==> config.mk <==
export PLATFORM = sky130hd
export DESIGN_NAME = pic_top
export DESIGN_NICKNAME = d
export VERILOG_FILES = /design/src/verilog/pic_pkg.sv /design/src/verilog/pic_ext_irq.sv /design/src/verilog/pic_arbiter.sv /design/src/verilog/pic_top.sv
export SDC_FILE = /design/constraint.sdc
export NUM_CORES = 1
export LEC_CHECK = 0
export ABC_AREA = 1
export BUFFER_PORTS_ARGS = -buffer_cell sky130_fd_sc_hd__buf_2
export CAP_MARGIN = 20
export CELL_PAD_IN_SITES_DETAIL_PLACEMENT = 0
export CELL_PAD_IN_SITES_GLOBAL_PLACEMENT = 1
export CORE_AREA = 2 2 153 155
export CTS_CLUSTER_DIAMETER = 60
export CTS_CLUSTER_SIZE = 14
export DETAILED_ROUTE_END_ITERATION = 8
export DIE_AREA = 0 0 155 157
export PLACE_DENSITY = 0.86
export REMOVE_ABC_BUFFERS = 1
export SLEW_MARGIN = 10
export SYNTH_ARGS = -nofsm -noshare
export SYNTH_HDL_FRONTEND = slang
export SYNTH_SLANG_ARGS = --single-unit
==> constraint.sdc <==
create_clock -name sys_clk -period 12.85 [get_ports sys_clk]
set_clock_uncertainty 0.15 [all_clocks]
set_input_delay 0.6425 -clock sys_clk [delete_from_list [all_inputs] [get_ports sys_clk]]
set_output_delay 0.6425 -clock sys_clk [all_outputs]
set_load 0.01 [all_outputs]
==> src/verilog/pic_pkg.sv <==
// Shared constants, tables and carrier types of the priority interrupt controller
package pic_pkg;

  localparam int NSRC = 16;
  localparam int NEXT = 2;
  localparam int AXI_AW = 8;
  localparam int MC_CLKS = 6;
  localparam logic [2:0] MC_LAST = 3'(MC_CLKS - 1);

  localparam logic [AXI_AW-1:0] OFS_EN_A = 8'h00;
  localparam logic [AXI_AW-1:0] OFS_EN_B = 8'h04;
  localparam logic [AXI_AW-1:0] OFS_PL_A = 8'h08;
  localparam logic [AXI_AW-1:0] OFS_PH_A = 8'h0c;
  localparam logic [AXI_AW-1:0] OFS_PL_B = 8'h10;
  localparam logic [AXI_AW-1:0] OFS_PH_B = 8'h14;
  localparam logic [AXI_AW-1:0] OFS_TCR = 8'h18;
  localparam logic [AXI_AW-1:0] OFS_STAT = 8'h1c;
  localparam logic [AXI_AW-1:0] OFS_PEND = 8'h20;

  localparam logic [7:0] RST_REG8 = 8'h00;
  localparam int GIE_BIT = 7;
  localparam int TCR_TRIG0 = 0;
  localparam int TCR_FLAG0 = 1;
  localparam int SRC_EXT0 = 0;
  localparam int SRC_EXT1 = 2;
  localparam logic [1:0] RESP_OKAY = 2'b00;
  localparam logic [1:0] RESP_SLVERR = 2'b10;

  // Source positions follow the enable bits: low byte is register a, high byte register b
  localparam logic [NSRC-1:0] SRC_MASK = 16'hb77f;
  localparam logic [NSRC-1:0] WAKE_MASK = 16'h3665;

  // Polling rank per position, 1 is served first; unused positions are never requested
  localparam logic [NSRC-1:0][3:0] RANK = {
    4'hd, 4'hf, 4'h9, 4'h6, 4'hf, 4'hb, 4'h8, 4'h5,
    4'hf, 4'h3, 4'h2, 4'hc, 4'ha, 4'h7, 4'h4, 4'h1};

  localparam logic [NSRC-1:0][15:0] VECTOR = {
    16'h0073, 16'h0000, 16'h0063, 16'h005b, 16'h0000, 16'h0043, 16'h003b, 16'h0033,
    16'h0000, 16'h0053, 16'h002b, 16'h0023, 16'h001b, 16'h0013, 16'h000b, 16'h0003};

  typedef struct packed {
    logic awvalid;
    logic [AXI_AW-1:0] awaddr;
    logic wvalid;
    logic [31:0] wdata;
    logic [3:0] wstrb;
    logic bready;
    logic arvalid;
    logic [AXI_AW-1:0] araddr;
    logic rready;
  } pic_axi_req_t;

  typedef struct packed {
    logic awready;
    logic wready;
    logic bvalid;
    logic [1:0] bresp;
    logic arready;
    logic rvalid;
    logic [31:0] rdata;
    logic [1:0] rresp;
  } pic_axi_rsp_t;

  typedef struct packed {
    logic [7:0] en_a;
    logic [7:0] en_b;
    logic [7:0] pl_a;
    logic [7:0] ph_a;
    logic [7:0] pl_b;
    logic [7:0] ph_b;
    logic [NEXT-1:0] trig;
    logic [3:0] isr;
    logic req;
    logic hold;
    logic [3:0] src;
    logic [1:0] lvl;
    logic [15:0] vec;
    logic wake;
    logic [2:0] mc;
    logic mc_tick;
    logic aw_got;
    logic [AXI_AW-1:0] aw_addr;
    logic w_got;
    logic [7:0] w_data;
    logic w_lane0;
    pic_axi_rsp_t axi;
  } pic_state_t;

  typedef struct packed {
    logic prev;
    logic samp;
    logic flag;
  } pic_ext_state_t;

endpackage

==> src/verilog/pic_ext_irq.sv <==
// External interrupt pin sampler with level or falling-edge request flag
`timescale 1ns/1ps
`default_nettype none
module pic_ext_irq
  import pic_pkg::*;
(
  input wire logic sys_clk,
  input wire logic sys_rst,
  input wire logic mc_tick,
  input wire logic ext_irq_pin_n,
  input wire logic ext_trigger_select,
  input wire logic flag_clr,
  output logic ext_request_flag
);

  pic_ext_state_t s_ff;
  pic_ext_state_t nxt_s;

  always_comb
  begin
    nxt_s = s_ff;
    if (mc_tick)
    begin
      nxt_s.prev = s_ff.samp;
      nxt_s.samp = ext_irq_pin_n;
    end
    if (!ext_trigger_select)
      nxt_s.flag = ~nxt_s.samp;
    else
    begin
      if (flag_clr)
        nxt_s.flag = 1'b0;
      // Set after clear so a fresh edge in the acknowledge cycle is kept
      if (mc_tick && s_ff.samp && !ext_irq_pin_n)
        nxt_s.flag = 1'b1;
    end
  end

  always_ff @(posedge sys_clk or posedge sys_rst)
  begin
    if (sys_rst)
      s_ff <= '{prev: 1'b1, samp: 1'b1, flag: 1'b0};
    else
      s_ff <= nxt_s;
  end

  assign ext_request_flag = s_ff.flag;

endmodule
`default_nettype wire

==> src/verilog/pic_arbiter.sv <==
// Picks the best eligible request by level, then by fixed polling rank
`timescale 1ns/1ps
`default_nettype none
module pic_arbiter
  import pic_pkg::*;
(
  input wire logic [NSRC-1:0] cand,
  input wire logic [NSRC-1:0][1:0] level,
  input wire logic [2:0] floor_lvl,
  output logic win_valid,
  output logic [3:0] win_idx,
  output logic [1:0] win_lvl
);

  logic [5:0] best;
  logic [5:0] score;

  always_comb
  begin
    best = 6'h00;
    score = 6'h00;
    win_valid = 1'b0;
    win_idx = 4'h0;
    win_lvl = 2'b00;
    for (int i = 0; i < NSRC; i++)
    begin
      // Only strictly higher than the top level in service may win
      if (cand[i] && ({1'b0, level[i]} + 3'd1 > floor_lvl))
      begin
        score = {level[i], ~RANK[i]};
        if (!win_valid || score > best)
        begin
          best = score;
          win_valid = 1'b1;
          win_idx = 4'(i);
          win_lvl = level[i];
        end
      end
    end
  end

endmodule
`default_nettype wire

==> src/verilog/pic_top.sv <==
// Four-level priority interrupt controller with AXI4-Lite register access
//
// Contract
// - Four priority levels, any source any level
// - Thirteen interrupt sources feed the controller
// - Per-source enables plus one global enable
// - Level formed from high and low bits
// - Only strictly higher level preempts a handler
// - Higher level served first when simultaneous
// - Equal level ties broken by fixed rank
// - Each source has a fixed vector address
// - Only listed sources wake from power-down
// - Trigger select: low level or falling edge
// - Edge mode samples pin once per six-clock machine cycle
// - Edge flag cleared when handler vectored
// - Level mode flag follows sampled pin
// - Level still low after return re-requests
// - Enabled external request wakes idle or power-down
`timescale 1ns/1ps
`default_nettype none
module pic_top
  import pic_pkg::*;
(
  input wire logic sys_clk,
  input wire logic sys_rst,
  input wire pic_axi_req_t axi_req,
  output pic_axi_rsp_t axi_rsp,
  input wire logic [NSRC-1:0] periph_irq,
  input wire logic [NEXT-1:0] ext_irq_pin_n,
  input wire logic idle_mode,
  input wire logic pd_mode,
  input wire logic irq_ack,
  input wire logic irq_ret,
  output logic irq_req,
  output logic [15:0] irq_vector,
  output logic [3:0] irq_src,
  output logic [1:0] irq_level,
  output logic [3:0] in_service,
  output logic wake
);

  pic_state_t s_ff;
  pic_state_t nxt_s;

  logic [NEXT-1:0] ext_flag;
  logic [NEXT-1:0] ext_clr;
  logic [NSRC-1:0] pend;
  logic [NSRC-1:0] en;
  logic [NSRC-1:0] cand;
  logic [NSRC-1:0][1:0] lvl;
  logic [15:0] ph;
  logic [15:0] pl;
  logic [2:0] floor_lvl;
  logic arb_valid;
  logic [3:0] arb_idx;
  logic [1:0] arb_lvl;
  logic taken;

  // Core handshake
  //
  // The core may pulse irq_ack in any cycle. A pulse only counts while a
  // request is offered. A stray acknowledge must never mark a level in
  // service, because nothing would ever return from it.
  //
  // The offered source, level and vector are registered. They may move to
  // a better candidate while the request stands. The core takes whatever
  // stands at the acknowledging edge, and that is what enters service.

  assign taken = irq_ack && s_ff.req;

  genvar g;
  generate
    for (g = 0; g < NEXT; g++)
    begin : g_ext
      // Edge flag is dropped only when this pin's own vector is taken
      assign ext_clr[g] = taken && (s_ff.src == 4'(2 * g));

      pic_ext_irq u_ext (
        .sys_clk(sys_clk),
        .sys_rst(sys_rst),
        .mc_tick(s_ff.mc_tick),
        .ext_irq_pin_n(ext_irq_pin_n[g]),
        .ext_trigger_select(s_ff.trig[g]),
        .flag_clr(ext_clr[g]),
        .ext_request_flag(ext_flag[g])
      );
    end
  endgenerate

  always_comb
  begin
    pend = periph_irq & SRC_MASK;
    pend[SRC_EXT0] = ext_flag[0];
    pend[SRC_EXT1] = ext_flag[1];
    en = {s_ff.en_b, s_ff.en_a} & SRC_MASK;
    ph = {s_ff.ph_b, s_ff.ph_a};
    pl = {s_ff.pl_b, s_ff.pl_a};
    for (int i = 0; i < NSRC; i++)
      lvl[i] = {ph[i], pl[i]};
    // Global enable gates every source at once
    cand = s_ff.en_a[GIE_BIT] ? (pend & en) : '0;
    if (s_ff.isr[3])
      floor_lvl = 3'd4;
    else if (s_ff.isr[2])
      floor_lvl = 3'd3;
    else if (s_ff.isr[1])
      floor_lvl = 3'd2;
    else if (s_ff.isr[0])
      floor_lvl = 3'd1;
    else
      floor_lvl = 3'd0;
  end

  // Arbitration
  //
  // The arbiter is purely combinational. Its result is registered below,
  // so the request, vector, source and level all come from flip-flops.
  // The cost is one cycle of latency from a source change to the offer.
  // That is cheaper than a second pipeline stage in front of the core.
  //
  // The floor is one above the top level in service. Only a strictly higher
  // level may preempt, so a handler at level 3 is never interrupted.

  pic_arbiter u_arb (
    .cand(cand),
    .level(lvl),
    .floor_lvl(floor_lvl),
    .win_valid(arb_valid),
    .win_idx(arb_idx),
    .win_lvl(arb_lvl)
  );

  // Register map decode
  //
  // Each register sits in the low bits of an aligned word: one byte, but 12 bits for status and 16 for pending.
  // Upper bits read as zero. An unmapped offset answers with a slave error,
  // stores nothing and reads as zero, so that a bad pointer is seen at once.

  function automatic logic reg_hit(input logic [AXI_AW-1:0] a);
    reg_hit = (a == OFS_EN_A) || (a == OFS_EN_B) || (a == OFS_PL_A) ||
      (a == OFS_PH_A) || (a == OFS_PL_B) || (a == OFS_PH_B) ||
      (a == OFS_TCR) || (a == OFS_STAT) || (a == OFS_PEND);
  endfunction

  function automatic logic [31:0] reg_read(input pic_state_t s,
    input logic [AXI_AW-1:0] a, input logic [NEXT-1:0] f, input logic [NSRC-1:0] p);
    logic [7:0] tcr;
    tcr = 8'h00;
    tcr[TCR_TRIG0] = s.trig[0];
    tcr[TCR_FLAG0] = f[0];
    tcr[TCR_TRIG0 + 2] = s.trig[1];
    tcr[TCR_FLAG0 + 2] = f[1];
    unique case (a)
      OFS_EN_A: reg_read = {24'h000000, s.en_a};
      OFS_EN_B: reg_read = {24'h000000, s.en_b};
      OFS_PL_A: reg_read = {24'h000000, s.pl_a};
      OFS_PH_A: reg_read = {24'h000000, s.ph_a};
      OFS_PL_B: reg_read = {24'h000000, s.pl_b};
      OFS_PH_B: reg_read = {24'h000000, s.ph_b};
      OFS_TCR: reg_read = {24'h000000, tcr};
      OFS_STAT: reg_read = {20'h00000, s.wake, s.lvl, s.src, s.req, s.isr};
      OFS_PEND: reg_read = {16'h0000, p};
      default: reg_read = 32'h00000000;
    endcase
  endfunction

  // Next-state logic
  //
  // All state but the pin samplers sits in one packed struct. The bus, the in-service tracking
  // and the offer to the core share it, so every output is a plain field
  // of the state register.

  always_comb
  begin
    nxt_s = s_ff;

    // Machine cycle timebase for pin sampling
    nxt_s.mc_tick = (s_ff.mc == MC_LAST - 3'd1) || (MC_LAST == 3'd0);
    nxt_s.mc = (s_ff.mc == MC_LAST) ? 3'd0 : s_ff.mc + 3'd1;

    // In-service levels: return releases the top level, entry marks the taken one
    if (irq_ret)
    begin
      if (s_ff.isr[3])
        nxt_s.isr[3] = 1'b0;
      else if (s_ff.isr[2])
        nxt_s.isr[2] = 1'b0;
      else if (s_ff.isr[1])
        nxt_s.isr[1] = 1'b0;
      else
        nxt_s.isr[0] = 1'b0;
    end
    if (taken)
      nxt_s.isr[s_ff.lvl] = 1'b1;

    // One dead cycle after entry lets the level mask and edge flag settle
    nxt_s.hold = taken;
    nxt_s.req = arb_valid && !taken && !s_ff.hold;
    if (arb_valid)
    begin
      nxt_s.src = arb_idx;
      nxt_s.lvl = arb_lvl;
      nxt_s.vec = VECTOR[arb_idx];
    end

    // Power-down wakes only from the listed sources, idle from any enabled one
    nxt_s.wake = (pd_mode && |(cand & WAKE_MASK)) ||
      (idle_mode && |cand);

    // AXI4-Lite write: address and data taken in either order
    if (axi_req.awvalid && s_ff.axi.awready)
    begin
      nxt_s.aw_got = 1'b1;
      nxt_s.aw_addr = axi_req.awaddr;
    end
    if (axi_req.wvalid && s_ff.axi.wready)
    begin
      nxt_s.w_got = 1'b1;
      nxt_s.w_data = axi_req.wdata[7:0];
      nxt_s.w_lane0 = axi_req.wstrb[0];
    end
    if (s_ff.axi.bvalid && axi_req.bready)
      nxt_s.axi.bvalid = 1'b0;
    if (nxt_s.aw_got && nxt_s.w_got && !s_ff.axi.bvalid)
    begin
      nxt_s.aw_got = 1'b0;
      nxt_s.w_got = 1'b0;
      nxt_s.axi.bvalid = 1'b1;
      nxt_s.axi.bresp = reg_hit(nxt_s.aw_addr) ? RESP_OKAY : RESP_SLVERR;
      if (nxt_s.w_lane0)
      begin
        unique case (nxt_s.aw_addr)
          OFS_EN_A: nxt_s.en_a = nxt_s.w_data;
          OFS_EN_B: nxt_s.en_b = nxt_s.w_data;
          OFS_PL_A: nxt_s.pl_a = nxt_s.w_data;
          OFS_PH_A: nxt_s.ph_a = nxt_s.w_data;
          OFS_PL_B: nxt_s.pl_b = nxt_s.w_data;
          OFS_PH_B: nxt_s.ph_b = nxt_s.w_data;
          OFS_TCR:
          begin
            nxt_s.trig[0] = nxt_s.w_data[TCR_TRIG0];
            nxt_s.trig[1] = nxt_s.w_data[TCR_TRIG0 + 2];
          end
          default: nxt_s.trig = nxt_s.trig;
        endcase
      end
    end
    nxt_s.axi.awready = !nxt_s.aw_got && !nxt_s.axi.bvalid;
    nxt_s.axi.wready = !nxt_s.w_got && !nxt_s.axi.bvalid;


    // AXI4-Lite read: one outstanding, answered the cycle after the address.
    // The read data are captured when the address is taken. A status bit that
    // moves while rvalid stands does not tear the answer.
    if (s_ff.axi.rvalid && axi_req.rready)
      nxt_s.axi.rvalid = 1'b0;
    if (axi_req.arvalid && s_ff.axi.arready)
    begin
      nxt_s.axi.rvalid = 1'b1;
      nxt_s.axi.rdata = reg_read(s_ff, axi_req.araddr, ext_flag, pend);
      nxt_s.axi.rresp = reg_hit(axi_req.araddr) ? RESP_OKAY : RESP_SLVERR;
    end
    nxt_s.axi.arready = !nxt_s.axi.rvalid;
  end

  // State register
  //
  // The ready lines come out of reset high. A master may therefore start
  // a transfer at the first edge after release.

  always_ff @(posedge sys_clk or posedge sys_rst)
  begin
    if (sys_rst)
    begin
      s_ff <= '0;
      s_ff.en_a <= RST_REG8;
      s_ff.en_b <= RST_REG8;
      s_ff.pl_a <= RST_REG8;
      s_ff.ph_a <= RST_REG8;
      s_ff.pl_b <= RST_REG8;
      s_ff.ph_b <= RST_REG8;
      s_ff.axi.awready <= 1'b1;
      s_ff.axi.wready <= 1'b1;
      s_ff.axi.arready <= 1'b1;
    end
    else
      s_ff <= nxt_s;
  end

  // Every output is a field of the state register
  assign axi_rsp = s_ff.axi;
  assign irq_req = s_ff.req;
  assign irq_vector = s_ff.vec;
  assign irq_src = s_ff.src;
  assign irq_level = s_ff.lvl;
  assign in_service = s_ff.isr;
  assign wake = s_ff.wake;

endmodule
`default_nettype wire

# ---- Word level (Yosys, flattened, before mapping)
# Memory sizes are Yosys's and may differ from the RTL's. A register that Yosys moved wholly into a read port is not among the register bits.
# Cells that the tools add are included.
dict set report classes {
  eq_ne 21
  muxes 153
  add_sub_neg 17
  magnitude_cmp 33
  bitwise_logic 4
  n_reduce_logical 105
}
# cell n
set op_table {}
lappend op_table {{two-way mux 6 bit} 29}
lappend op_table {{one-hot mux 16 bit (9 select lines)} 1}
lappend op_table {{two-way mux 4 bit} 31}
lappend op_table {{> comparator 6 bit} 15}
lappend op_table {{two-way mux 2 bit} 35}
lappend op_table {{equality test 8 x 5 -> 1 bit (second input constant)} 8}
lappend op_table {{adder 2 x 1 -> 3 bit (second input constant)} 16}
lappend op_table {{> comparator 3 bit} 16}
lappend op_table {{two-way mux 1 bit} 47}
lappend op_table {{logical AND 1 bit} 37}
lappend op_table {{two-way mux 35 bit} 1}
lappend op_table {{equality test 8 x 4 -> 1 bit (second input constant)} 4}
lappend op_table {{logical OR 1 bit} 32}
lappend op_table {{zero test 1 bit} 24}
lappend op_table {{AND reduction 3 bit} 7}
lappend op_table {{AND 16 bit} 1}
lappend op_table {{equality test 8 x 3 -> 1 bit (second input constant)} 2}
lappend op_table {{equality test 8 x 6 -> 1 bit (second input constant)} 2}
lappend op_table {{zero test 8 bit} 2}
lappend op_table {{two-way mux 16 bit} 1}
lappend op_table {{OR reduction 16 bit} 1}
lappend op_table {{two-way mux 3 bit} 5}
lappend op_table {{two-way mux 10 bit} 1}
lappend op_table {{two-way mux 9 bit} 1}
lappend op_table {{other kinds (11)} 14}
dict set report totals {
  output_inout_bits 69
  ff_bits 131
  romBits 256
  elab_cells 366
  memories 1
}
# name words width rd rd_ports_with_merged_regs write_ports line_no
set mem_list {}
lappend mem_list {{(name not given)} 16 16 1 1 0 pic_top.sv:203} ;# nxt_s.vec = VECTOR[arb_idx];

# ---- Longest topological paths before layout
# Gate-level depths: netlist of the first run.
dict set report logic_depth {
  ltp_word 69
  depth_mapped 117
}

# ---- Hierarchy
# A second synthesis of the first run with hierarchy kept.
dict set report unflattened {
  hier_cells 1334
  area_unflattened_um2 9395.3
}
# module cells_each area_each_um2 seq_area_each_um2 n_inst
set modules_own_cells {}
lappend modules_own_cells {pic_top 796 6085.8 2831.5 1}
lappend modules_own_cells {pic_arbiter 506 3094.2 0.0 1}
lappend modules_own_cells {pic_ext_irq 16 107.6 51.3 2}

# ---- Worst setup path after synthesis of the first run
# OpenSTA, ideal clock, no wires.
dict set report synth_timing {
  kind {register to register}
  startpoint {reg s_ff (netlist bit in_service[1])}
  endpoint {reg, netlist name irq_vector[1]}
  arrival_ns 13.545
  setup_time_ns 0.066
  required_time_ns 12.634
  path_slack_ns -0.911
  path_buffers 1
  stages_incl_launch_ff 112
  path_cell_list {dfrtp_1 > o21ai_0 > ha_1 > a31oi_2 > nand2_1 > nor2_1 > inv_1 > ha_1 > nand2_1 > o211ai_1 > nor2_2 > nor2_4 > nand2_1 > o21ai_0 > ha_1 > a21oi_1 > a21o_1 > nand2_1 > [... 76 more ...] > ha_1 > nand2_1 > nor3_1 > nand2_1 > nand2_1 > nand2_2 > nand2_4 > inv_2 > nor2_1 > inv_1 > ha_1 > inv_1 > nor2_1 > nand3_1 > nand2_1 > inv_1 > nand2_1 > nand2_1}
}
dict set report synth_via {
  elab_chain_len 66
  elab_cells_between_ends 170
  classes_between {31 x order compare; 93 x mux; 46 x reduce/logical}
}
# item line_no
set synth_rtl {}
lappend synth_rtl {{start: declaration} pic_top.sv:42} ;# pic_state_t s_ff;
lappend synth_rtl {{start signal: assignment} pic_top.sv:287} ;# s_ff <= nxt_s;
lappend synth_rtl {{two-way mux 2 bit *} pic_top.sv:106} ;# else if (s_ff.isr[1])
lappend synth_rtl {{two-way mux 3 bit *} pic_top.sv:104} ;# else if (s_ff.isr[2])
lappend synth_rtl {{two-way mux 3 bit *} pic_top.sv:102} ;# if (s_ff.isr[3])
lappend synth_rtl {{> comparator 3 bit} pic_arbiter.sv:28} ;# if (cand[i] && ({1'b0, level[i]} + 3'd1 > floor_lvl))
lappend synth_rtl {{logical AND 1 bit} pic_arbiter.sv:28}
lappend synth_rtl {{two-way mux 6 bit / two-way mux 1 bit (equally long branches)} pic_arbiter.sv:28}
lappend synth_rtl {{> comparator 6 bit / zero test 1 bit (equally long branches)} pic_arbiter.sv:31} ;# if (!win_valid || score > best)
lappend synth_rtl {{logical OR 1 bit} pic_arbiter.sv:31}
lappend synth_rtl {{[... 51 more ...]} --}
lappend synth_rtl {{logical OR 1 bit} pic_arbiter.sv:31}
lappend synth_rtl {{two-way mux 6 bit / two-way mux 1 bit (equally long branches)} pic_arbiter.sv:31}
lappend synth_rtl {{two-way mux 6 bit / two-way mux 1 bit (equally long branches)} pic_arbiter.sv:28}
lappend synth_rtl {{> comparator 6 bit / zero test 1 bit (equally long branches)} pic_arbiter.sv:31}
lappend synth_rtl {{logical OR 1 bit} pic_arbiter.sv:31}
lappend synth_rtl {{two-way mux 4 bit} pic_arbiter.sv:31}
lappend synth_rtl {{two-way mux 4 bit *} pic_arbiter.sv:28}
lappend synth_rtl {{net arb_idx[0]} pic_top.sv:55} ;# logic [3:0] arb_idx;
# The timed path passes the listed nets; every way through them passes the cells marked *.
# A chain may end at the register's enable or synchronous reset.

# ---- Worst setup path after layout of the first run
dict set report layout_timing {
  startpoint {reg s_ff (netlist bit lvl[1])}
  endpoint {reg, netlist name irq_vector[1]}
}
dict set report layout_via {
  elab_chain_len 64
  elab_cells_between_ends 138
  classes_between {1 x add/sub; 16 x order compare; 90 x mux; 31 x reduce/logical}
}
# item line_no
set layout_rtl {}
lappend layout_rtl {{adder 2 x 1 -> 3 bit} pic_arbiter.sv:28}
lappend layout_rtl {{> comparator 3 bit} pic_arbiter.sv:28}
lappend layout_rtl {{logical AND 1 bit} pic_arbiter.sv:28}
lappend layout_rtl {{two-way mux 6 bit / two-way mux 1 bit (equally long branches)} pic_arbiter.sv:28}
lappend layout_rtl {{> comparator 6 bit / zero test 1 bit (equally long branches)} pic_arbiter.sv:31}
lappend layout_rtl {{logical OR 1 bit} pic_arbiter.sv:31}
lappend layout_rtl {{two-way mux 6 bit / two-way mux 1 bit (equally long branches)} pic_arbiter.sv:31}
lappend layout_rtl {{two-way mux 6 bit / two-way mux 1 bit (equally long branches)} pic_arbiter.sv:28}
lappend layout_rtl {{[... 49 more ...]} --}
lappend layout_rtl {{logical OR 1 bit} pic_arbiter.sv:31}
lappend layout_rtl {{two-way mux 6 bit / two-way mux 1 bit (equally long branches)} pic_arbiter.sv:31}
lappend layout_rtl {{two-way mux 6 bit / two-way mux 1 bit (equally long branches)} pic_arbiter.sv:28}
lappend layout_rtl {{> comparator 6 bit / zero test 1 bit (equally long branches)} pic_arbiter.sv:31}
lappend layout_rtl {{logical OR 1 bit} pic_arbiter.sv:31}
lappend layout_rtl {{two-way mux 4 bit} pic_arbiter.sv:31}
lappend layout_rtl {{two-way mux 4 bit *} pic_arbiter.sv:28}
lappend layout_rtl {{net arb_idx[0]} pic_top.sv:55}
# Marks and branches as above.

==> results of run 1 <==
-- metal layers --
layer	global-route usage, %	vias up	wire length (µm)
met5	0	-	0
met4	10.05	0	1179
li1	-	3922	-
met3	3.579	96	1777
met2	34.35	359	12400
met1	26.32	3864	10900
-- where the power goes --
group / switching (µW) / internal, µW / total [µW]
combinational: 231 / 144 / 375
sequential: 58.7 / 437 / 496
clock: 164 / 343 / 507
-- stage by stage --
stage	util [%]	std cells	setup WS (ns)	total power, µW
3_3_place_gp	40.78	1479	-0.7553	804.7
5_1_grt	49.06	1598	-0.9650	1454
6_report	49.06	1598	-0.1922	1378
3_5_place_dp	40.78	1479	-0.8032	816.5
4_1_cts	46.46	1581	0.01604	1344
2_1_floorplan	-	1028	-0.9801	699.9
-- worst reg2reg max path: cells and delay by family, from the launching register on --
kind / cells / cell delay, ns
AOI/OAI and AO/OA: 12 / 1.59
adders and majority gates: 8 / 2.06
buffers and inverters: 51 / 6.04
DFF: 1 / 0.41
and+or+nand+nor: 33 / 2.77
-- state kept, by name (all words and copies together) (netlist names) --
| register | count |
|---|---|
| in_service | 4 |
| axi_rsp | 22 |
| g_ext.u_ext.s_ff | 2 |
| lvl | 32 |
| g_ext.u_ext.ext_request_flag | 2 |
| wake | 1 |
| irq_level | 2 |
| en | 13 |
| irq_vector | 5 |
| irq_req | 1 |
| irq_src | 4 |
| s_ff | 29 |
-- cell usage after synthesis (2+ instances only) --
cell,n
clkinv_1,4
nand4_4,2
a31oi_1,7
buf_6,2
dfstp_2,5
and2_1,3
o21ai_0,92
a21o_1,7
nor2_2,4
clkbuf_1,10
mux2i_1,4
nand3b_1,3
nor2_1,64
a21oi_1,31
nand2_1,262
o21ai_1,9
nand2_4,8
nand2_2,15
o22ai_1,13
or2_2,6
nor3_1,18
nor4_1,3
nand4_1,12
dfrtp_1,112
o221a_2,3
inv_2,7
a32o_1,2
buf_4,68
a221oi_1,10
nand3_1,65
ha_1,66
inv_1,128
and2_0,6
nand3_2,10
nor2_4,2
o211ai_1,2
-- layout make-up --
| type | count | area share, % |
|---|---|---|
| clock inverter | 8 | 1.326 |
| inverter | 139 | 4.816 |
| multi-input combinational | 772 | 43.96 |
| timing repair buffer | 254 | 15.66 |
| clock buffer | 23 | 4.420 |
| tap | 285 | 3.230 |
| sequential | 117 | 26.59 |
-- logic make-up after synthesis --
logic type                 Yosys count  synth area share, %
other                                1              0.04539
buffers and inverters              220                13.28
AOI/OAI and AO/OA                  185                13.02
and+or+nand+nor                    488                27.65
muxes                                4               0.4846
DFF                                117                35.51
adders and majority gates           66                9.995
-- worst max path at each step --
stage / startpoint / endpoint / slack (ns) / cells after the start
after floorplan: in_service[2] / irq_vector[1] / -0.98 / 110
after global placement: lvl[0] / irq_vector[1] / -0.76 / 110
after detailed placement: lvl[0] / irq_vector[1] / -0.80 / 106
after CTS: in_service[1] / irq_vector[1] / 0.02 / 114
after global routing: lvl[1] / irq_vector[1] / -0.97 / 110
final: lvl[1] / irq_vector[1] / -0.19 / 104
-- cells in the final DEF, fill, tap and decap left out, types with 17 or more instances in the layout --
cell,count
clkbuf_16,17
nand2_2,32
buf_2,88
a21oi_1,22
o21ai_2,18
buf_4,159
inv_1,117
nand3_1,58
o21ai_0,75
inv_2,17
conb_1,29
dfrtp_1,111
nand2_1,237
nor2_1,58
ha_1,49
-- what timing repair did --
action	CTS	global route
pin swaps	40	84
resized for setup	43	102
hold buffers	0	0
setup endpoints to repair	11	11
setup buffers	71	19
==> results.sh, run 1 <==
export IMPL_fin_ws_ns=-0.1922
export IMPL_critPathTopFamily="buffers and inverters"
export IMPL_io_pins=150
export IMPL_ys_seq_elements=117
export IMPL_p_leak_uw=0.005774
export IMPL_port_buffers=88
export IMPL_dp_hpwl_um=17610
export IMPL_globalplace_congestion=0.9200
export IMPL_fin_hold_ws_ns=0.06149
export IMPL_fin_nets=1448
export IMPL_final_area_mm2=0.01104
export IMPL_r2r_end="irq_vector[1]"
export IMPL_power_density_mw_per_mm2=124.8
export IMPL_end_kind="register"
export IMPL_yosysTopAreaCell="dfrtp_1"
export IMPL_peakVddDrop_v=0.00009798
export IMPL_fp_dieW_um=155
export IMPL_rr_startpoint="lvl[1]"
export IMPL_area_growth_synth_to_final_pct=33.64
export IMPL_start_kind="register"
export IMPL_period_share_pct=101.5
export IMPL_ff_latch_area_mm2=0.002935
export IMPL_die_area_mm2=0.02434
export IMPL_status="finished, violations left"
export IMPL_grt_pass1_vias=7720
export IMPL_drc_errors=0
export IMPL_drive_gt1_share_pct=34.58
export IMPL_period_needed_ns=13.04
export IMPL_start_util_pct=36.71
export IMPL_rrSetupSlack_ns=-0.19
export IMPL_drtIter0Drc=656
export IMPL_clock_sinks=117
export IMPL_cts_buffers=17
export IMPL_arrival_ns=13.25
export IMPL_die_h_um=157
export IMPL_ys_seq_area_share_pct=35.51
export IMPL_viasPerCell=5.157
export IMPL_ant_nets=0
export IMPL_ys_flop_type="dfrtp_1"
export IMPL_num_rows=55
export IMPL_diodes=0
export IMPL_ys_types=52
export IMPL_num_fill_cells=2074
export IMPL_first_pass_iters=5
export IMPL_grt_first_pass_wirelength_um=39580
export IMPL_grt_max_degree=88
export IMPL_slew_limit_headroom_pct=35.87
export IMPL_syn_area_mm2=0.008262
export IMPL_synth_area_top_cells="dfrtp_1 34%, nand2_1 12%, ha_1 10%"
export IMPL_antenna_found_initial=0
export IMPL_clk_latency_ns=0.42
export IMPL_cp_common_cell="buf_4"
export IMPL_synthCells=1081
export IMPL_slowest_delay_ns=0.41
export IMPL_cp_slowest_cell="dfrtp_1"
export IMPL_cap_violations=0
export IMPL_wl_per_cell_um=16.43
export IMPL_cts_max_level=4
export IMPL_synth_top_cell_area_share_pct=33.92
export IMPL_worstHoldPathType="input port to asynchronous set/reset pin"
export IMPL_yosysWarnings=0
export IMPL_fin_tns_setup_ns=-0.7466
export IMPL_cp_max_fo=5
export IMPL_cts_buffer_depth=2
export IMPL_slew_violations=0
export IMPL_async_reset_ff_share_pct=100.0
export IMPL_path_buf_inv=51
export IMPL_multi_input_area_mm2=0.004853
export IMPL_routed_wl_um=26260
export IMPL_setup_viol=5
export IMPL_fmax_ghz=0.07667
export IMPL_track_usage_pct=20.74
export IMPL_root_buffer="clkbuf_16"
export IMPL_tightest_slew_ns=0.9546
export IMPL_hold_viol=0
export IMPL_coreArea_mm2=0.02250
export IMPL_placed_cell_area_mm2=0.009176
export IMPL_violations="setup timing"
export IMPL_grt_ovfl_total=0
export IMPL_synth_edf_count=0
export IMPL_cts_tree="done"
export IMPL_vias=8241
export IMPL_r2r_cells=104
export IMPL_syn_avg_cell_area_um2=7.643
export IMPL_rsz0062_at_grt="yes"
export IMPL_cp_required_ns=13.06
export IMPL_path_class="register to register"
export IMPL_path_clk_slew_ns=0.05
Power figures use the tool's default switching activity.
==> run 2: changes to the inputs <==
--- a/config.mk
+++ b/config.mk
@@ -10,14 +10,15 @@
 export CAP_MARGIN = 20
 export CELL_PAD_IN_SITES_DETAIL_PLACEMENT = 0
 export CELL_PAD_IN_SITES_GLOBAL_PLACEMENT = 1
-export CORE_AREA = 2 2 153 155
+export CORE_AREA = 2 2 161 163
 export CTS_CLUSTER_DIAMETER = 60
 export CTS_CLUSTER_SIZE = 14
 export DETAILED_ROUTE_END_ITERATION = 8
-export DIE_AREA = 0 0 155 157
-export PLACE_DENSITY = 0.86
+export DIE_AREA = 0 0 163 165
+export PLACE_DENSITY = 0.87
 export REMOVE_ABC_BUFFERS = 1
 export SLEW_MARGIN = 10
 export SYNTH_ARGS = -nofsm -noshare
 export SYNTH_HDL_FRONTEND = slang
+export SYNTH_HIERARCHICAL = 1
 export SYNTH_SLANG_ARGS = --single-unit
==> run 2 against run 1 <==
Compared with the run above: the flow now finishes without violations; total power grew 40%; register-to-register slack better by 0.63 ns; critical path type unchanged; clock power is 1% lower; largest power group is now combinational cells.
==> results.sh, run 2 <==
export IMPL_status="finished clean"
export IMPL_num_rows=58
export IMPL_dp_hpwl_um=20620
export IMPL_power_density_mw_per_mm2=165.1
export IMPL_synth_most_common_cell="nand2_1"
export IMPL_cts_max_level=4
export IMPL_routed_wl_um=27260
export IMPL_yosysWarnings=6
export IMPL_comb_power_share_pct=49.5
export IMPL_track_usage_pct=20.06
export IMPL_clk_latency_ns=0.42
export IMPL_arrival_ns=12.62
export IMPL_async_reset_ff_share_pct=100.0
export IMPL_p_leak_uw=0.006610
export IMPL_final_common_cell="nand2_1"
export IMPL_internal_power_uw=1133
export IMPL_fmax_ghz=0.08058
export IMPL_fin_tns_setup_ns=0
export IMPL_drive_gt1_share_pct=25.56
export IMPL_largest_register_ffs=32
export IMPL_wl_per_cell_um=14.85
export IMPL_first_pass_iters=6
export IMPL_die_h_um=165
export IMPL_end_kind="register"
export IMPL_seqPwrFrac_pct=24.6
export IMPL_rsz0062_at_grt="yes"
export IMPL_period_share_pct=96.57
export IMPL_fin_nets=1667
export IMPL_clock_sinks=117
export IMPL_use_met2_pct=34.07
export IMPL_die_area_mm2=0.02690
export IMPL_r2r_cells=106
export IMPL_worstHoldPathType="input port to register"
export IMPL_path_class="register to register"
export IMPL_root_buffer="clkbuf_16"
export IMPL_fin_ws_ns=0.4403
export IMPL_synthCells=1334
export IMPL_drc_errors=0
export IMPL_slowest_delay_ns=0.38
export IMPL_p_total_uw=1928
export IMPL_diodes=0
export IMPL_rrSetupSlack_ns=0.44
export IMPL_tightest_slew_ns=1.076
export IMPL_grt_max_degree=65
export IMPL_r2r_end="irq_vector[4]"
export IMPL_pre_cts_ws_ns=-0.5390
export IMPL_cp_common_cell="nand2_2"
export IMPL_path_clk_slew_ns=0.06
export IMPL_placed_cell_area_mm2=0.01042
export IMPL_rr_startpoint="lvl[0]"
export IMPL_ys_seq_elements=117
export IMPL_fp_dieW_um=163
export IMPL_grt_first_pass_wirelength_um=42640
export IMPL_area_growth_synth_to_final_pct=24.29
export IMPL_port_buffers=88
export IMPL_drtIter0Drc=530
export IMPL_ys_flop_type="dfrtp_1"
export IMPL_viasPerCell=4.937
export IMPL_final_cell_mix="368 x nand2_1, 170 x nand3_1, 146 x inv_1, 111 x dfrtp_1, 108 x buf_4"
export IMPL_met1_usage_pct=26.21
export IMPL_antenna_found_initial=0
export IMPL_io_pins=150
export IMPL_cp_endpoint="irq_vector[4]"
export IMPL_slew_limit_headroom_pct=27.99
export IMPL_final_area_mm2=0.01168
export IMPL_synth_common_cells="391 x nand2_1, 178 x nand3_1, 159 x inv_1, 112 x dfrtp_1, 108 x nor2_1"
export IMPL_synth_top_cell_area_share_pct=29.83
export IMPL_cts_buffer_depth=2
export IMPL_peakVddDrop_v=0.0001031
export IMPL_period_needed_ns=12.41
export IMPL_yosysTopAreaCell="dfrtp_1"
export IMPL_start_kind="register"
export IMPL_syn_area_mm2=0.009395
export IMPL_coreArea_mm2=0.02504
export IMPL_cts_buffers=17
export IMPL_cap_violations=0
export IMPL_ant_nets=0
export IMPL_ys_types=45
export IMPL_cp_required_ns=13.06
export IMPL_grt_busiest_layer="met2"
export IMPL_dp_cells=1783
export IMPL_grt_pass1_vias=8571
export IMPL_vias=9064
export IMPL_p_sw_uw=794.8
export IMPL_cp_slowest_cell="dfrtp_1"
export IMPL_hold_viol=0
export IMPL_sw_frac_of_total_pct=41.22
export IMPL_slew_violations=0
export IMPL_cp_max_fo=5
export IMPL_setup_viol=0
export IMPL_ys_seq_area_share_pct=31.23
export IMPL_grt_use_met3_pct=3.265
export IMPL_grt_ovfl_total=0
export IMPL_cts_tree="done"
export IMPL_finalNonFillerCells=1836
export IMPL_globalplace_congestion=0.9307
export IMPL_synth_area_top_cells="dfrtp_1 30%, nand2_1 16%, ha_1 12%"
export IMPL_syn_avg_cell_area_um2=7.043
export IMPL_crit_start="lvl[0]"
export IMPL_start_util_pct=37.53
export IMPL_clock_power_share_pct=26.0
export IMPL_synth_edf_count=0
==> run 2: cell count changes after synthesis, moves of 10 or more <==
cell and delta:
a211oi_1 +10, ha_1 +27, inv_1 +31, nand2_1 +129, nand3_1 +113, nor2_1 +44, nor3_1 -11, o21ai_0 -43
==> run 2: cell type report <==
type                    instances  area, µm²
clock buffers                  19      452.9
clock inverters                13      172.7
flip-flops and latches        117       2935
inverters                     163      616.8
repair buffers                198       1272
well taps                     330      412.9
fillers                      2433      13360
multi-input cells             996       5814
==> run 2: worst max-delay path, delay by kind of cell, from the launching register on <==
family | cells | cell delay (ns)
AOI/OAI and AO/OA | 22 | 2.30
adders and majority gates | 15 | 4.14
and+or+nand+nor | 61 | 4.86
DFF | 1 | 0.38
buffers and inverters | 8 | 0.49
==> run 2: worst min-delay path by stage <==
stage / endpoint / start / depth (start not counted) / slack [ns]
floorplan: g_ext[0].u_ext/ext_request_flag / sys_rst / 1 / 0.23
global placement: irq_req / s_ff[87] / 1 / 0.24
detailed placement: irq_req / s_ff[87] / 1 / 0.26
CTS: axi_rsp[38] / axi_req[10] / 2 / 0.25
global route: axi_rsp[38] / axi_req[10] / 2 / 0.26
finish: axi_rsp[38] / axi_req[10] / 2 / 0.26
==> run 2: cell families (layout without fill, tap and decap cells) <==
| logic type | count (synthesis) | in the layout | synth area share (%) |
|---|---|---|---|
| muxes | 8 | 8 | 0.9588 |
| and+or+nand+nor | 746 | 746 | 35.05 |
| AOI/OAI and AO/OA | 117 | 117 | 7.285 |
| adders and majority gates | 93 | 93 | 12.39 |
| other | 1 | 32 | 0.03991 |
| DFF | 117 | 117 | 31.23 |
| buffers and inverters | 252 | 393 | 13.05 |
==> run 2: routing by layer <==
metal	share of wire [%]	wire, µm
met5	0	0
met1	44	11890
met3	6.2	1690
met4	2.4	654
met2	48	13020
==> run 2: what timing repair did <==
| action | 4_1_cts | 5_1_grt |
|---|---|---|
| gates cloned | 0 | 0 |
| pin swaps | 10 | 76 |
| buffers inserted | 1 | 17 |
| resized for setup | 24 | 104 |
| hold buffers | 1 | 0 |
| endpoints found under the hold margin | 2 | 0 |
| endpoints found under the setup margin | 11 | 11 |
==> run 2: through the flow <==
| stage | util, % | hold slack (ns) |
|---|---|---|
| after floorplan | - | 0.2330 |
| after global placement | 41.62 | 0.2395 |
| after global routing | 46.64 | 0.2625 |
| final | 46.64 | 0.2633 |
| after detailed placement | 41.62 | 0.2585 |
| after CTS | 44.36 | 0.2518 |
==> run 2: power by group through the flow <==
| stage | Sequential, µW | Clock (µW) | Combinational (µW) |
|---|---|---|---|
| 2_1_floorplan | 485 | 0 | 500 |
| 3_3_place_gp | 476 | 0 | 790 |
| 3_5_place_dp | 479 | 0 | 806 |
| 4_1_cts | 473 | 505 | 825 |
| 5_1_grt | 481 | 519 | 1060 |
| 6_report | 474 | 501 | 954 |
